==> config.mk <==
export PLATFORM = sky130hd
export DESIGN_NAME = chesl_event_status
export DESIGN_NICKNAME = d
export VERILOG_FILES = /design/src/hdl/chesl_pkg.sv /design/src/hdl/chesl_sync.sv /design/src/hdl/chesl_boot_ack_detect.sv /design/src/hdl/chesl_event_status.sv
export SDC_FILE = /design/constraint.sdc
export NUM_CORES = 1
export LEC_CHECK = 0
export BUFFER_PORTS_ARGS = -buffer_cell sky130_fd_sc_hd__buf_2
export CAP_MARGIN = 20
export CORE_UTILIZATION = 30
export DETAILED_ROUTE_END_ITERATION = 16
export PLACE_DENSITY = 0.53
export REMOVE_ABC_BUFFERS = 1
export SLEW_MARGIN = 40
export SYNTH_ARGS = -nofsm -noshare
export SYNTH_HDL_FRONTEND = slang
export SYNTH_SLANG_ARGS = --single-unit
==> constraint.sdc <==
create_clock -name clk -period 4.6 [get_ports clk]
set_input_delay 0.23 -clock clk [delete_from_list [all_inputs] [get_ports clk]]
set_output_delay 0.23 -clock clk [all_outputs]
set_load 0.05 [all_outputs]
==> src/hdl/chesl_pkg.sv <==
// Purpose: Shared constants for the card host event status logic.
// Assumes: APB slave with 32-bit data, one aligned word per register.
// Notes: Offsets are byte addresses; bit positions refer to the register named in their section.

package chesl_pkg;

   // ******
   // Register offsets.
   // ******
   localparam logic [7:0] ctrl_offset = 8'h00;
   localparam logic [7:0] intmask_offset = 8'h04;
   localparam logic [7:0] rintsts_offset = 8'h08;
   localparam logic [7:0] timeout_offset = 8'h0c;
   localparam logic [7:0] fifoth_offset = 8'h10;
   localparam logic [7:0] status_offset = 8'h14;
   localparam logic [7:0] fifodata_offset = 8'h18;

   // ******
   // Control register fields.
   // ******
   localparam int ctrl_int_enable_bit = 0;
   localparam int ctrl_boot_mode_bit = 1;
   localparam int ctrl_expect_boot_ack_bit = 2;
   localparam int ctrl_write_to_card_bit = 3;
   localparam int ctrl_width = 4;

   // ******
   // Raw status bit positions.
   // ******
   localparam int command_done_bit = 2;
   localparam int data_transfer_over_bit = 3;
   localparam int transmit_data_request_bit = 4;
   localparam int receive_data_request_bit = 5;
   localparam int data_crc_error_bit = 7;
   localparam int response_timeout_bit = 8;
   localparam int data_read_timeout_bit = 9;
   localparam int host_starvation_timeout_bit = 10;
   localparam int status_width = 11;

   // ******
   // Threshold register fields and status register fields.
   // ******
   localparam int fifoth_tx_lsb = 0;
   localparam int fifoth_rx_lsb = 16;
   localparam int level_field_lsb = 0;
   localparam int stalled_field_bit = 16;
   localparam int card_clk_field_bit = 17;

   // ******
   // Reset values.
   // ******
   localparam logic [3:0] ctrl_reset = 4'h0;
   localparam logic [10:0] intmask_reset = 11'h000;
   localparam logic [10:0] rintsts_reset = 11'h000;
   localparam logic [23:0] timeout_reset = 24'hffffff;
   localparam logic [2:0] boot_shift_reset = 3'h7;
   localparam logic [2:0] boot_ack_pattern = 3'h2;

   // ******
   // Timing.
   // ******
   localparam int clk_period_ns = 40;
   localparam int card_clk_half_ns = 160;
   localparam int card_clk_half_cycles = (card_clk_half_ns + clk_period_ns - 1) / clk_period_ns;

endpackage

==> src/hdl/chesl_sync.sv <==
// Purpose: Two flip-flop synchroniser for pin inputs.
// Assumes: The input is asynchronous to clk.
// Notes: Only the second stage may be read by other logic.

`timescale 1ns/1ps
`default_nettype none

module chesl_sync #(
   parameter int width = 1
) (
   input wire logic clk,
   input wire logic sys_rst,
   input wire logic [width-1:0] async_in,
   output logic [width-1:0] sync_out
);

   logic [width-1:0] stage1;
   logic [width-1:0] next_stage1;
   logic [width-1:0] next_sync_out;

   // The first stage feeds only the second stage.
   always_comb begin
      next_stage1 = async_in;
      next_sync_out = stage1;
   end

   // Both stages reset to one, the idle level of the card line.
   always_ff @(posedge clk or posedge sys_rst) begin
      if (sys_rst) begin
         stage1 <= '1;
         sync_out <= '1;
      end else begin
         stage1 <= next_stage1;
         sync_out <= next_sync_out;
      end
   end

endmodule // chesl_sync

`default_nettype wire

==> src/hdl/chesl_boot_ack_detect.sv <==
// Purpose: Finds the boot acknowledge pattern on the card data line.
// Assumes: sample pulses once per rising card clock edge.
// Notes: The shift register refills with idle ones after a hit.

`timescale 1ns/1ps
`default_nettype none

module chesl_boot_ack_detect (
   input wire logic clk,
   input wire logic sys_rst,
   input wire logic enable,
   input wire logic sample,
   input wire logic dat_in,
   output logic ack_seen
);

   logic [2:0] shift;
   logic [2:0] next_shift;
   logic next_ack_seen;

   // Shift on each rising card clock edge and flag the zero-one-zero pattern.
   always_comb begin
      next_shift = shift;
      next_ack_seen = 1'b0;
      if (!enable) begin
         next_shift = chesl_pkg::boot_shift_reset;
      end else if (sample) begin
         next_shift = {shift[1:0], dat_in};
         if ({shift[1:0], dat_in} == chesl_pkg::boot_ack_pattern) begin
            next_ack_seen = 1'b1;
            next_shift = chesl_pkg::boot_shift_reset;
         end
      end
   end

   // Registers the detector state.
   always_ff @(posedge clk or posedge sys_rst) begin
      if (sys_rst) begin
         shift <= chesl_pkg::boot_shift_reset;
         ack_seen <= 1'b0;
      end else begin
         shift <= next_shift;
         ack_seen <= next_ack_seen;
      end
   end

endmodule // chesl_boot_ack_detect

`default_nettype wire

==> src/hdl/chesl_event_status.sv <==
// Purpose: Event status, FIFO starvation stall and interrupt for a card host controller.
// Assumes: Card-side event pulses come from logic on clk; card_dat0 is a pin.
// Notes: The FIFO is tracked by its fill level only; no data words are stored.
//
// Overview of operation
// - Stop card clock when FIFO empty on write or full on read.
// - On a stall, load the timeout counter with the programmed value and run it.
// - Set starvation timeout flag if software does not service FIFO before expiry.
// - After the timeout, keep card clock stopped and card side waiting.
// - A software push or pop restarts the card clock and card side.
// - Normal mode: bit 9 flags data read timeout and also sets transfer over.
// - Boot mode: bit 9 flags boot data begun; write one clears it.
// - Normal mode: bit 8 flags response timeout, sets command done, cancels data.
// - Boot mode with expect ack: bit 8 set on pattern 0-1-0.
// - Flag data CRC error on mismatch or negative CRC status.
// - Reading from card: request receive when level exceeds receive threshold.
// - Writing to card: request transmit when level at or below transmit threshold.
// - Status bits stay set until a one is written; zero leaves them.
// - Interrupt high only when a status bit, its mask and global enable are set.
//
// Register access over APB and the register offsets were chosen for this implementation.

`timescale 1ns/1ps
`default_nettype none

module chesl_event_status #(
   parameter int fifo_depth = 16,
   parameter int timeout_width = 24
) (
   input wire logic clk,
   input wire logic sys_rst,
   input wire logic psel,
   input wire logic penable,
   input wire logic pwrite,
   input wire logic [7:0] paddr,
   input wire logic [31:0] pwdata,
   output logic [31:0] prdata,
   output logic pready,
   output logic pslverr,
   input wire logic transfer_active,
   input wire logic card_push,
   input wire logic card_pop,
   input wire logic response_timeout_event,
   input wire logic data_read_timeout_event,
   input wire logic boot_data_event,
   input wire logic data_crc_mismatch,
   input wire logic negative_crc_status,
   input wire logic card_dat0,
   output logic card_clk,
   output logic card_units_hold,
   output logic data_transfer_cancel,
   output logic irq
);

   localparam int level_width = $clog2(fifo_depth + 1);
   localparam logic [level_width-1:0] level_full = level_width'(fifo_depth);
   localparam logic [2:0] half_last = 3'(chesl_pkg::card_clk_half_cycles - 1);

   logic [chesl_pkg::ctrl_width-1:0] ctrl;
   logic [chesl_pkg::status_width-1:0] intmask;
   logic [chesl_pkg::status_width-1:0] rintsts;
   logic [timeout_width-1:0] timeout_value;
   logic [15:0] receive_watermark;
   logic [15:0] transmit_watermark;
   logic [chesl_pkg::ctrl_width-1:0] next_ctrl;
   logic [chesl_pkg::status_width-1:0] next_intmask;
   logic [chesl_pkg::status_width-1:0] next_rintsts;
   logic [timeout_width-1:0] next_timeout_value;
   logic [15:0] next_receive_watermark;
   logic [15:0] next_transmit_watermark;
   logic [31:0] next_prdata;
   logic next_pready, next_pslverr;
   logic [chesl_pkg::status_width-1:0] set_bits;
   logic [chesl_pkg::status_width-1:0] clear_bits;
   logic wr_access, rd_access, addr_known, sw_push, sw_pop;
   logic [level_width-1:0] level;
   logic [level_width-1:0] next_level;
   logic stalled, stall_prev, next_stall_prev, armed, next_armed;
   logic [timeout_width-1:0] tmo_count;
   logic [timeout_width-1:0] next_tmo_count;
   logic hto_event;
   logic [2:0] div_count;
   logic [2:0] next_div_count;
   logic next_card_clk, card_clk_rise;
   logic next_card_units_hold, next_data_transfer_cancel, next_irq;
   logic dat0_sync, boot_ack_seen, boot_mode, write_dir;

   assign boot_mode = ctrl[chesl_pkg::ctrl_boot_mode_bit];
   assign write_dir = ctrl[chesl_pkg::ctrl_write_to_card_bit];

   // ******
   // Card pin synchroniser and boot acknowledge detector.
   // ******
   chesl_sync #(
      .width(1)
   ) u_dat0_sync (
      .clk(clk),
      .sys_rst(sys_rst),
      .async_in(card_dat0),
      .sync_out(dat0_sync)
   );

   chesl_boot_ack_detect u_boot_ack (
      .clk(clk),
      .sys_rst(sys_rst),
      .enable(boot_mode && ctrl[chesl_pkg::ctrl_expect_boot_ack_bit]),
      .sample(card_clk_rise),
      .dat_in(dat0_sync),
      .ack_seen(boot_ack_seen)
   );

   // ******
   // APB decode.
   // ******

   // Writes and reads take effect at the access edge only.
   always_comb begin
      wr_access = psel && penable && pready && pwrite;
      rd_access = psel && penable && pready && !pwrite;
      case (paddr)
         chesl_pkg::ctrl_offset,
         chesl_pkg::intmask_offset,
         chesl_pkg::rintsts_offset,
         chesl_pkg::timeout_offset,
         chesl_pkg::fifoth_offset,
         chesl_pkg::status_offset,
         chesl_pkg::fifodata_offset: addr_known = 1'b1;
         default: addr_known = 1'b0;
      endcase
      sw_push = wr_access && (paddr == chesl_pkg::fifodata_offset);
      sw_pop = rd_access && (paddr == chesl_pkg::fifodata_offset);
   end

   // Read data and the answer are prepared in the setup cycle.
   always_comb begin
      next_pready = psel && !penable;
      next_pslverr = psel && !penable && !addr_known;
      next_prdata = 32'h00000000;
      if (psel && !penable && !pwrite) begin
         case (paddr)
            chesl_pkg::ctrl_offset: next_prdata = 32'(ctrl);
            chesl_pkg::intmask_offset: next_prdata = 32'(intmask);
            chesl_pkg::rintsts_offset: next_prdata = 32'(rintsts);
            chesl_pkg::timeout_offset: next_prdata = 32'(timeout_value);
            chesl_pkg::fifoth_offset: begin
               next_prdata = {receive_watermark, transmit_watermark};
            end
            chesl_pkg::status_offset: begin
               next_prdata = 32'(level);
               next_prdata[chesl_pkg::stalled_field_bit] = stalled;
               next_prdata[chesl_pkg::card_clk_field_bit] = card_clk;
            end
            default: next_prdata = 32'h00000000;
         endcase
      end
   end

   // ******
   // Configuration registers.
   // ******

   // Software-written control, mask, timeout and threshold values.
   always_comb begin
      next_ctrl = ctrl;
      next_intmask = intmask;
      next_timeout_value = timeout_value;
      next_receive_watermark = receive_watermark;
      next_transmit_watermark = transmit_watermark;
      if (wr_access) begin
         case (paddr)
            chesl_pkg::ctrl_offset: next_ctrl = pwdata[chesl_pkg::ctrl_width-1:0];
            chesl_pkg::intmask_offset: next_intmask = pwdata[chesl_pkg::status_width-1:0];
            chesl_pkg::timeout_offset: next_timeout_value = pwdata[timeout_width-1:0];
            chesl_pkg::fifoth_offset: begin
               next_receive_watermark = pwdata[chesl_pkg::fifoth_rx_lsb +: 16];
               next_transmit_watermark = pwdata[chesl_pkg::fifoth_tx_lsb +: 16];
            end
            default: next_ctrl = ctrl;
         endcase
      end
   end

   // ******
   // FIFO level, stall and starvation timeout.
   // ******

   // Level moves with pushes and pops from both sides.
   always_comb begin
      next_level = level;
      if (write_dir) begin
         if (sw_push && !card_pop && level != level_full) begin
            next_level = level + 1'b1;
         end else if (card_pop && !sw_push && level != '0) begin
            next_level = level - 1'b1;
         end
      end else begin
         if (card_push && !sw_pop && level != level_full) begin
            next_level = level + 1'b1;
         end else if (sw_pop && !card_push && level != '0) begin
            next_level = level - 1'b1;
         end
      end
      stalled = transfer_active && (write_dir ? (level == '0) : (level == level_full));
   end

   // Counter loads on stall entry and is dropped when the stall ends.
   always_comb begin
      next_stall_prev = stalled;
      next_armed = armed;
      next_tmo_count = tmo_count;
      hto_event = 1'b0;
      if (!stalled) begin
         next_armed = 1'b0;
         next_tmo_count = '0;
      end else if (!stall_prev) begin
         next_armed = 1'b1;
         next_tmo_count = timeout_value;
      end else if (armed) begin
         if (tmo_count == '0) begin
            hto_event = 1'b1;
            next_armed = 1'b0;
         end else begin
            next_tmo_count = tmo_count - 1'b1;
         end
      end
   end

   // ******
   // Card clock divider.
   // ******

   // The divider freezes while stalled and runs again once serviced.
   always_comb begin
      next_div_count = div_count;
      next_card_clk = card_clk;
      card_clk_rise = 1'b0;
      if (!stalled) begin
         if (div_count == half_last) begin
            next_div_count = 3'h0;
            next_card_clk = !card_clk;
            card_clk_rise = !card_clk;
         end else begin
            next_div_count = div_count + 3'h1;
         end
      end
      next_card_units_hold = stalled;
   end

   // ******
   // Raw status and interrupt.
   // ******

   // Collects events; a set in the same cycle as a clear wins.
   always_comb begin
      set_bits = '0;
      set_bits[chesl_pkg::host_starvation_timeout_bit] = hto_event;
      set_bits[chesl_pkg::data_crc_error_bit] = data_crc_mismatch || negative_crc_status;
      set_bits[chesl_pkg::receive_data_request_bit] =
         transfer_active && !write_dir && (16'(level) > receive_watermark);
      set_bits[chesl_pkg::transmit_data_request_bit] =
         transfer_active && write_dir && (16'(level) <= transmit_watermark);
      next_data_transfer_cancel = 1'b0;
      if (boot_mode) begin
         set_bits[chesl_pkg::data_read_timeout_bit] = boot_data_event;
         set_bits[chesl_pkg::response_timeout_bit] = boot_ack_seen;
      end else begin
         set_bits[chesl_pkg::data_read_timeout_bit] = data_read_timeout_event;
         set_bits[chesl_pkg::data_transfer_over_bit] = data_read_timeout_event;
         set_bits[chesl_pkg::response_timeout_bit] = response_timeout_event;
         set_bits[chesl_pkg::command_done_bit] = response_timeout_event;
         next_data_transfer_cancel = response_timeout_event;
      end
      clear_bits = '0;
      if (wr_access && paddr == chesl_pkg::rintsts_offset) begin
         clear_bits = pwdata[chesl_pkg::status_width-1:0];
      end
      next_rintsts = (rintsts & ~clear_bits) | set_bits;
      next_irq = ctrl[chesl_pkg::ctrl_int_enable_bit] && |(rintsts & intmask);
   end

   // ******
   // Registers.
   // ******

   // All state of the block.
   always_ff @(posedge clk or posedge sys_rst) begin
      if (sys_rst) begin
         ctrl <= chesl_pkg::ctrl_reset;
         intmask <= chesl_pkg::intmask_reset;
         rintsts <= chesl_pkg::rintsts_reset;
         timeout_value <= chesl_pkg::timeout_reset;
         receive_watermark <= 16'h0000;
         transmit_watermark <= 16'h0000;
         prdata <= 32'h00000000;
         pready <= 1'b0;
         pslverr <= 1'b0;
         level <= '0;
         stall_prev <= 1'b0;
         armed <= 1'b0;
         tmo_count <= '0;
         div_count <= 3'h0;
         card_clk <= 1'b0;
         card_units_hold <= 1'b0;
         data_transfer_cancel <= 1'b0;
         irq <= 1'b0;
      end else begin
         ctrl <= next_ctrl;
         intmask <= next_intmask;
         rintsts <= next_rintsts;
         timeout_value <= next_timeout_value;
         receive_watermark <= next_receive_watermark;
         transmit_watermark <= next_transmit_watermark;
         prdata <= next_prdata;
         pready <= next_pready;
         pslverr <= next_pslverr;
         level <= next_level;
         stall_prev <= next_stall_prev;
         armed <= next_armed;
         tmo_count <= next_tmo_count;
         div_count <= next_div_count;
         card_clk <= next_card_clk;
         card_units_hold <= next_card_units_hold;
         data_transfer_cancel <= next_data_transfer_cancel;
         irq <= next_irq;
      end
   end

endmodule // chesl_event_status

`default_nettype wire

# After elaboration in Yosys (flattened, before gate mapping)
# Cells that the tools add are included.
# Widths: inputs -> output; s select.
[word_totals]
out_inout_bits = 38
input_bits = 54
ff_bits = 158
[op_classes]
add_sub_neg = 4
n_mux = 34
eq_ne = 14
bitwise_logic = 5
n_lt_le_gt_ge = 2
reduce_logical = 49
[op_table]
columns = ["operator", "count"]
rows = [
  ["$pmux 32 s6", 1],
  ["$mux 24", 4],
  ["$mux 32", 1],
  ["$logic_and 1x1->1", 25],
  ["$mux 5", 5],
  ["$eq 8x5->1 const B", 3],
  ["$logic_not 24->1", 1],
  ["$sub 24x1->24 const B", 1],
  ["$and 11x11->11", 2],
  ["$eq 8x4->1 const B", 2],
  ["$gt 5x16->1", 1],
  ["$le 5x16->1", 1],
  ["$mux 1", 16],
  ["$reduce_and 2->1", 7],
  ["$mux 11", 1],
  ["$not 11->11", 1],
  ["$or 11x11->11", 1],
  ["$reduce_or 11->1", 1],
  ["$mux 2", 5],
  ["$logic_not 1->1", 9],
  ["$eq 8x3->1 const B", 1],
  ["$logic_not 8->1", 1],
  ["$reduce_or 7->1", 1],
  ["$eq 3x2->1 const B", 2],
  ["other kinds (15)", 15],
]

# Longest topological paths before layout
[depth]
ltp_word = 10
ltp_mapped = 9
ltp_nobuf = 9

# By module
# Synthesis repeated with hierarchy kept, for this count alone.
[hier_totals]
cells_unflattened = 627
hier_area_um2 = 7379.6
[modules_own_cells]
columns = ["mod", "cells_per_inst", "area_each_um2", "seq_area_each_um2", "instances"]
rows = [
  ["chesl_event_status", 613, 7203.2, 3858.7, 1],
  ["chesl_boot_ack_detect", 11, 120.1, 77.6, 1],
  ["chesl_sync", 3, 56.3, 52.6, 1],
]

# Worst setup path after synthesis
# Ideal clock, no wire load.
[synth_timing]
path_kind = "flip-flop to flip-flop"
from = "reg tmo_count[6]"
to = "reg tmo_count[23]"
setup_slack_ns = 2.353
synth_period_minus_slack_ns = 2.247
setup_ns = 0.089
path_buffers = 0
stages_incl_launch_ff = 7
t_arrival_ns = 2.158
path_cell_list = "dfrtp_1 > or4_4 > nor3_4 > nand2_1 > or4b_1 > xor2_1 > a211oi_2"
[synth_between]
elab_chain_cells = 5
[synth_lines]
columns = ["element", "line_no", "rtl"]
rows = [
  ["start, declared", "chesl_event_status.sv:79", "logic [timeout_width-1:0] tmo_count;"],
  ["start signal, assigned", "chesl_event_status.sv:319", "tmo_count <= next_tmo_count;"],
  ["$sub 24x1->24", "chesl_event_status.sv:223", "next_tmo_count = tmo_count - 1'b1;"],
  ["$mux 24", "chesl_event_status.sv:219", "if (tmo_count == '0) begin"],
  ["$mux 24", "chesl_event_status.sv:218", "end else if (armed) begin"],
  ["$mux 24", "chesl_event_status.sv:215", "end else if (!stall_prev) begin"],
  ["$mux 24", "chesl_event_status.sv:212", "if (!stalled) begin"],
]
# Parallel ways exist; a longest one is shown, timed or not. The select of a mux whose other input is x is not followed.
# A chain may end at the register's enable or synchronous reset.

# Worst setup path after layout
[layout_timing]
from = "reg level[1]"
to = "reg u_boot_ack.shift[0]"
[layout_between]
elab_chain_cells = 5
[layout_lines]
columns = ["element", "line_no", "rtl"]
rows = [
  ["start, declared", "chesl_event_status.sv:76", "logic [level_width-1:0] level;"],
  ["start signal, assigned", "chesl_event_status.sv:316", "level <= next_level;"],
  ["$eq 5x5->1 or $logic_not 5->1 (tied branches)", "chesl_event_status.sv:203", "stalled = transfer_active && (write_dir ? (level == '0) : (level == level_full));"],
  ["$mux 1 (*)", "chesl_event_status.sv:203", ""],
  ["$logic_and 1x1->1 (*)", "chesl_event_status.sv:203", ""],
  ["$mux 1 (*)", "chesl_event_status.sv:237", "if (!stalled) begin"],
  ["$ne 2x2->1 (no source line) (*)", "-", ""],
  ["end signal, assigned", "chesl_boot_ack_detect.sv:39", "shift <= chesl_pkg::boot_shift_reset;"],
  ["end signal, assigned", "chesl_boot_ack_detect.sv:42", "shift <= next_shift;"],
  ["end, declared", "chesl_boot_ack_detect.sv:17", "logic [2:0] shift;"],
]
# Mark *: on every way between the ends. The rest lies on a longest branch, timed or not.

==> run metrics <==
status=completed; synthesized area=0.00751 mm^2; vias in the first global route=around 5400; final worst slack=roughly 2000 ps; 1st-iter DRT viols=356; Power Density=about 380 mW/mm^2; Clock Skew=14.5 ps; Critical Path AT=2950 ps; Worst Setup End Kind=flop; Starting Density=30.7%; CTS Buf Count=17; Tot Pwr=~0.0034 W; CTS clock-pin slew for the worst setup and hold paths=roughly 70 ps; Yosys warning total=0; pre-CTS setup slack=between 1500 and 2000 ps; worst skew pair latency=~430 ps; Tot GR Track Use=between 10% and 20%; sink of the worst hold path=receive_watermark[11]; minimum clock period=between 2000 and 3000 ps; Synth Flop Type=dfrtp_1; CP Launch Type=flop; Final HPWL DP=approximately 14000 um; Filler cells=approximately 2400; initial antenna violation count=1; Syn-to-layout area delta=19.8%; drt wl/cell=around 18 um; FF+latch count, synth=roughly 160; Slew @ Worst Pin=a little over 800 ps; syn avg cell area=11.4 um^2; Slew HR=a little under half; R2R depth=8; worst setup path startpoint=level[1]; RSZ-0062 raised after global routing=no; fin crit share=56.5%; DRC errors left=0; CTS tree=done; flop2flop setup slack=about 2000 ps; Root Driver=clkbuf_16; Req. time, crit path=4950 ps; CTS sink cnt=around 160; FP Rows=57; cell family contributing the most delay on the critical path=simple AND/OR/NAND/NOR gates; worst-path fanout max=9; hold path depth=2; post-route antenna net violation count=0; Stages on worst setup path=8; Via density=~5; clock buffer depth=2; Hold WC Path Type=in2reg; largest net degree at the start of global routing=between 90 and 100; Max Freq=384 MHz; RD Place Congestion=around 0.78; critical path's slowest cell=nor3_1; Final nets=around 800; Post-Synthesis Cells=between 600 and 700; fin. max-slew vios=0; R2R Path End=u_boot_ack.shift[0]; CP max stage delay=590 ps; fraction of layout cells with a size suffix above 1=30.0%; # Post-CTS Setup Buffers=0; WP buf/inv=2; Synth cell types=65; type of the worst setup path=reg2reg; worst-path cell chain=inv_1 > ha_1 > nor3b_1 > nand3_1 > clkinv_1 > nor3_1 > nand2_1 > a221o_1; hold_sp=pwdata[27]; Design Area, Final=0.00900 mm^2; die area=roughly 0.026 mm^2; # setup viols final=0; Seq/Total Area, Yosys=53.1%; H-tree levels=4; core footprint=~0.024 mm^2; EDFF count, synth=0; Remaining Overflow, GRT=0; final WL=around 20000 um; die width=160 um; Leak=around 4.1 nW; Area after DPL=roughly 0.0083 mm^2; Setup TNS=0 ps; first-pass GRT wire length=between 30000 and 40000 um; asr flop ratio synth=100%; Max VDD drop=268 uV; Final Hold Fails=0; Critical R2R Launch=level[1]; Max Cap Viol=0; Port Buf Inserts=91; first-pass iteration count of the detailed router=4; io pins=just over 90; Vias=roughly 5400; Die Y=roughly 160 um
## state kept, by name, summed over array words and instances, names as in the netlist, 2 cells and up
| register | count |
|---|---|
| prdata | 32 |
| timeout_value | 24 |
| tmo_count | 24 |
| receive_watermark | 16 |
| transmit_watermark | 16 |
| intmask | 11 |
| rintsts | 11 |
| level | 5 |
| ctrl | 4 |
| div_count | 3 |
| u_boot_ack.shift | 2 |
## layout by cell type, fill, tap and decap left out, types with 4 or more instances in the layout
cell type,Yosys,routed
buf_2,6,91
and3_1,5,5
a21boi_0,5,5
xnor2_1,13,13
nand2b_1,4,4
mux2_2,46,46
dfrtp_1,130,130
a31oi_1,7,6
mux2i_1,7,7
o21ai_0,36,36
nor4_1,8,7
dfstp_2,28,28
a22o_1,9,9
dlygate4sd3_1,0,4
mux2_1,25,25
a21oi_1,31,31
nand4_1,5,5
buf_4,1,11
nor2b_1,10,9
nor4b_1,5,5
inv_1,15,14
clkbuf_16,0,17
nor2_1,53,53
or3_1,4,4
a21o_1,4,4
xor2_1,16,16
and2_1,9,9
nand3b_1,4,4
nor3_1,8,6
a22oi_1,21,21
nand2_1,41,41
nand3_1,14,14
ha_1,16,16
## cell usage after synthesis, types with 8 or more instances
cell type,number,area [um^2]
nor2_1,53,199
o21ai_0,36,180
a22oi_1,21,158
nor4_1,8,50.1
xnor2_1,13,114
inv_1,15,56.3
nand3_1,14,70.1
nand2_1,41,154
dfrtp_1,130,3250
dfstp_2,28,736
mux2_2,46,518
a21oi_1,31,155
clkbuf_1,20,75.1
a22o_1,9,78.8
nor3_1,8,40.0
ha_1,16,200
xor2_1,16,140
and2_1,9,56.3
mux2_1,25,282
nor2b_1,10,62.6
## layout make-up
class                      instances  area (um^2)  area share, %
antenna                            1         2.50         0.0278
multi-input combinational        451         3340           37.2
clock inverter                    10          138           1.53
inverter                          16         67.6          0.751
tap                              324          405           4.51
sequential                       158         3990           44.3
clock buffer                      22          474           5.27
timing repair buffer             106          578           6.42
## worst max-delay path by stage
stage / to / slack, ps
after floorplan: armed / 150
after global placement: timeout_value[14] / 1590
after detailed placement: timeout_value[13] / 1540
after CTS: u_boot_ack.shift[0] / 1960
after global routing: u_boot_ack.shift[0] / 1740
final: u_boot_ack.shift[0] / 2000
## kinds of logic (layout without fill, tap and decap cells)
logic type                 after synthesis  in the layout  synth area share, %
buffers and inverters                   47            154                 2.70
and+or+nand+nor                        191            191                 13.7
other                                    0              1                    0
DFF                                    158            158                 53.1
muxes                                   81             81                 12.5
AOI/OAI and AO/OA                      134            134                 12.0
adders and majority gates               16             16                 2.67
xor gates and xnor gates                29             29                 3.38
## through the flow
| stage | hold WS [ps] | utilization [%] | cells |
|---|---|---|---|
| after floorplan | 234 | - | 625 |
| after global placement | 339 | 34.1 | 1051 |
| after detailed placement | 337 | 34.1 | 1051 |
| after CTS | 18.1 | 36.8 | 1087 |
| after global routing | 26.5 | 36.8 | 1087 |
| final | 33.4 | 36.8 | 1088 |
## worst reg2reg max path, delay by kind of cell (launching register included)
kind	cells	cell delay [ps]
and+or+nand+nor	4	1250
AOI/OAI and AO/OA	1	310
DFF	1	480
adders and majority gates	1	220
buffers and inverters	2	280
## layer usage
metal  part of all wire (%)  vias up  global-route usage (%)  routed length [um]
met5                      0        -                       0                   0
met4                    1.5        0                    4.81                 297
met3                    3.2       19                    2.96                 628
met2                     48       99                    25.2                9420
met1                     47     2748                    22.3                9300
li1                       -     2562                       -                   -
## what timing repair did
item,CTS,global route
hold buffers,4,0
gates resized for setup,0,0
endpoints found under the hold margin,82,0
## power breakdown
group,switching [W],internal [W],leakage (nW)
clock,0.000569,0.000897,0.297
combinational,0.000240,0.000164,1.81
sequential,0.0000854,0.00144,2.01
Power figures use the tool's default switching activity.
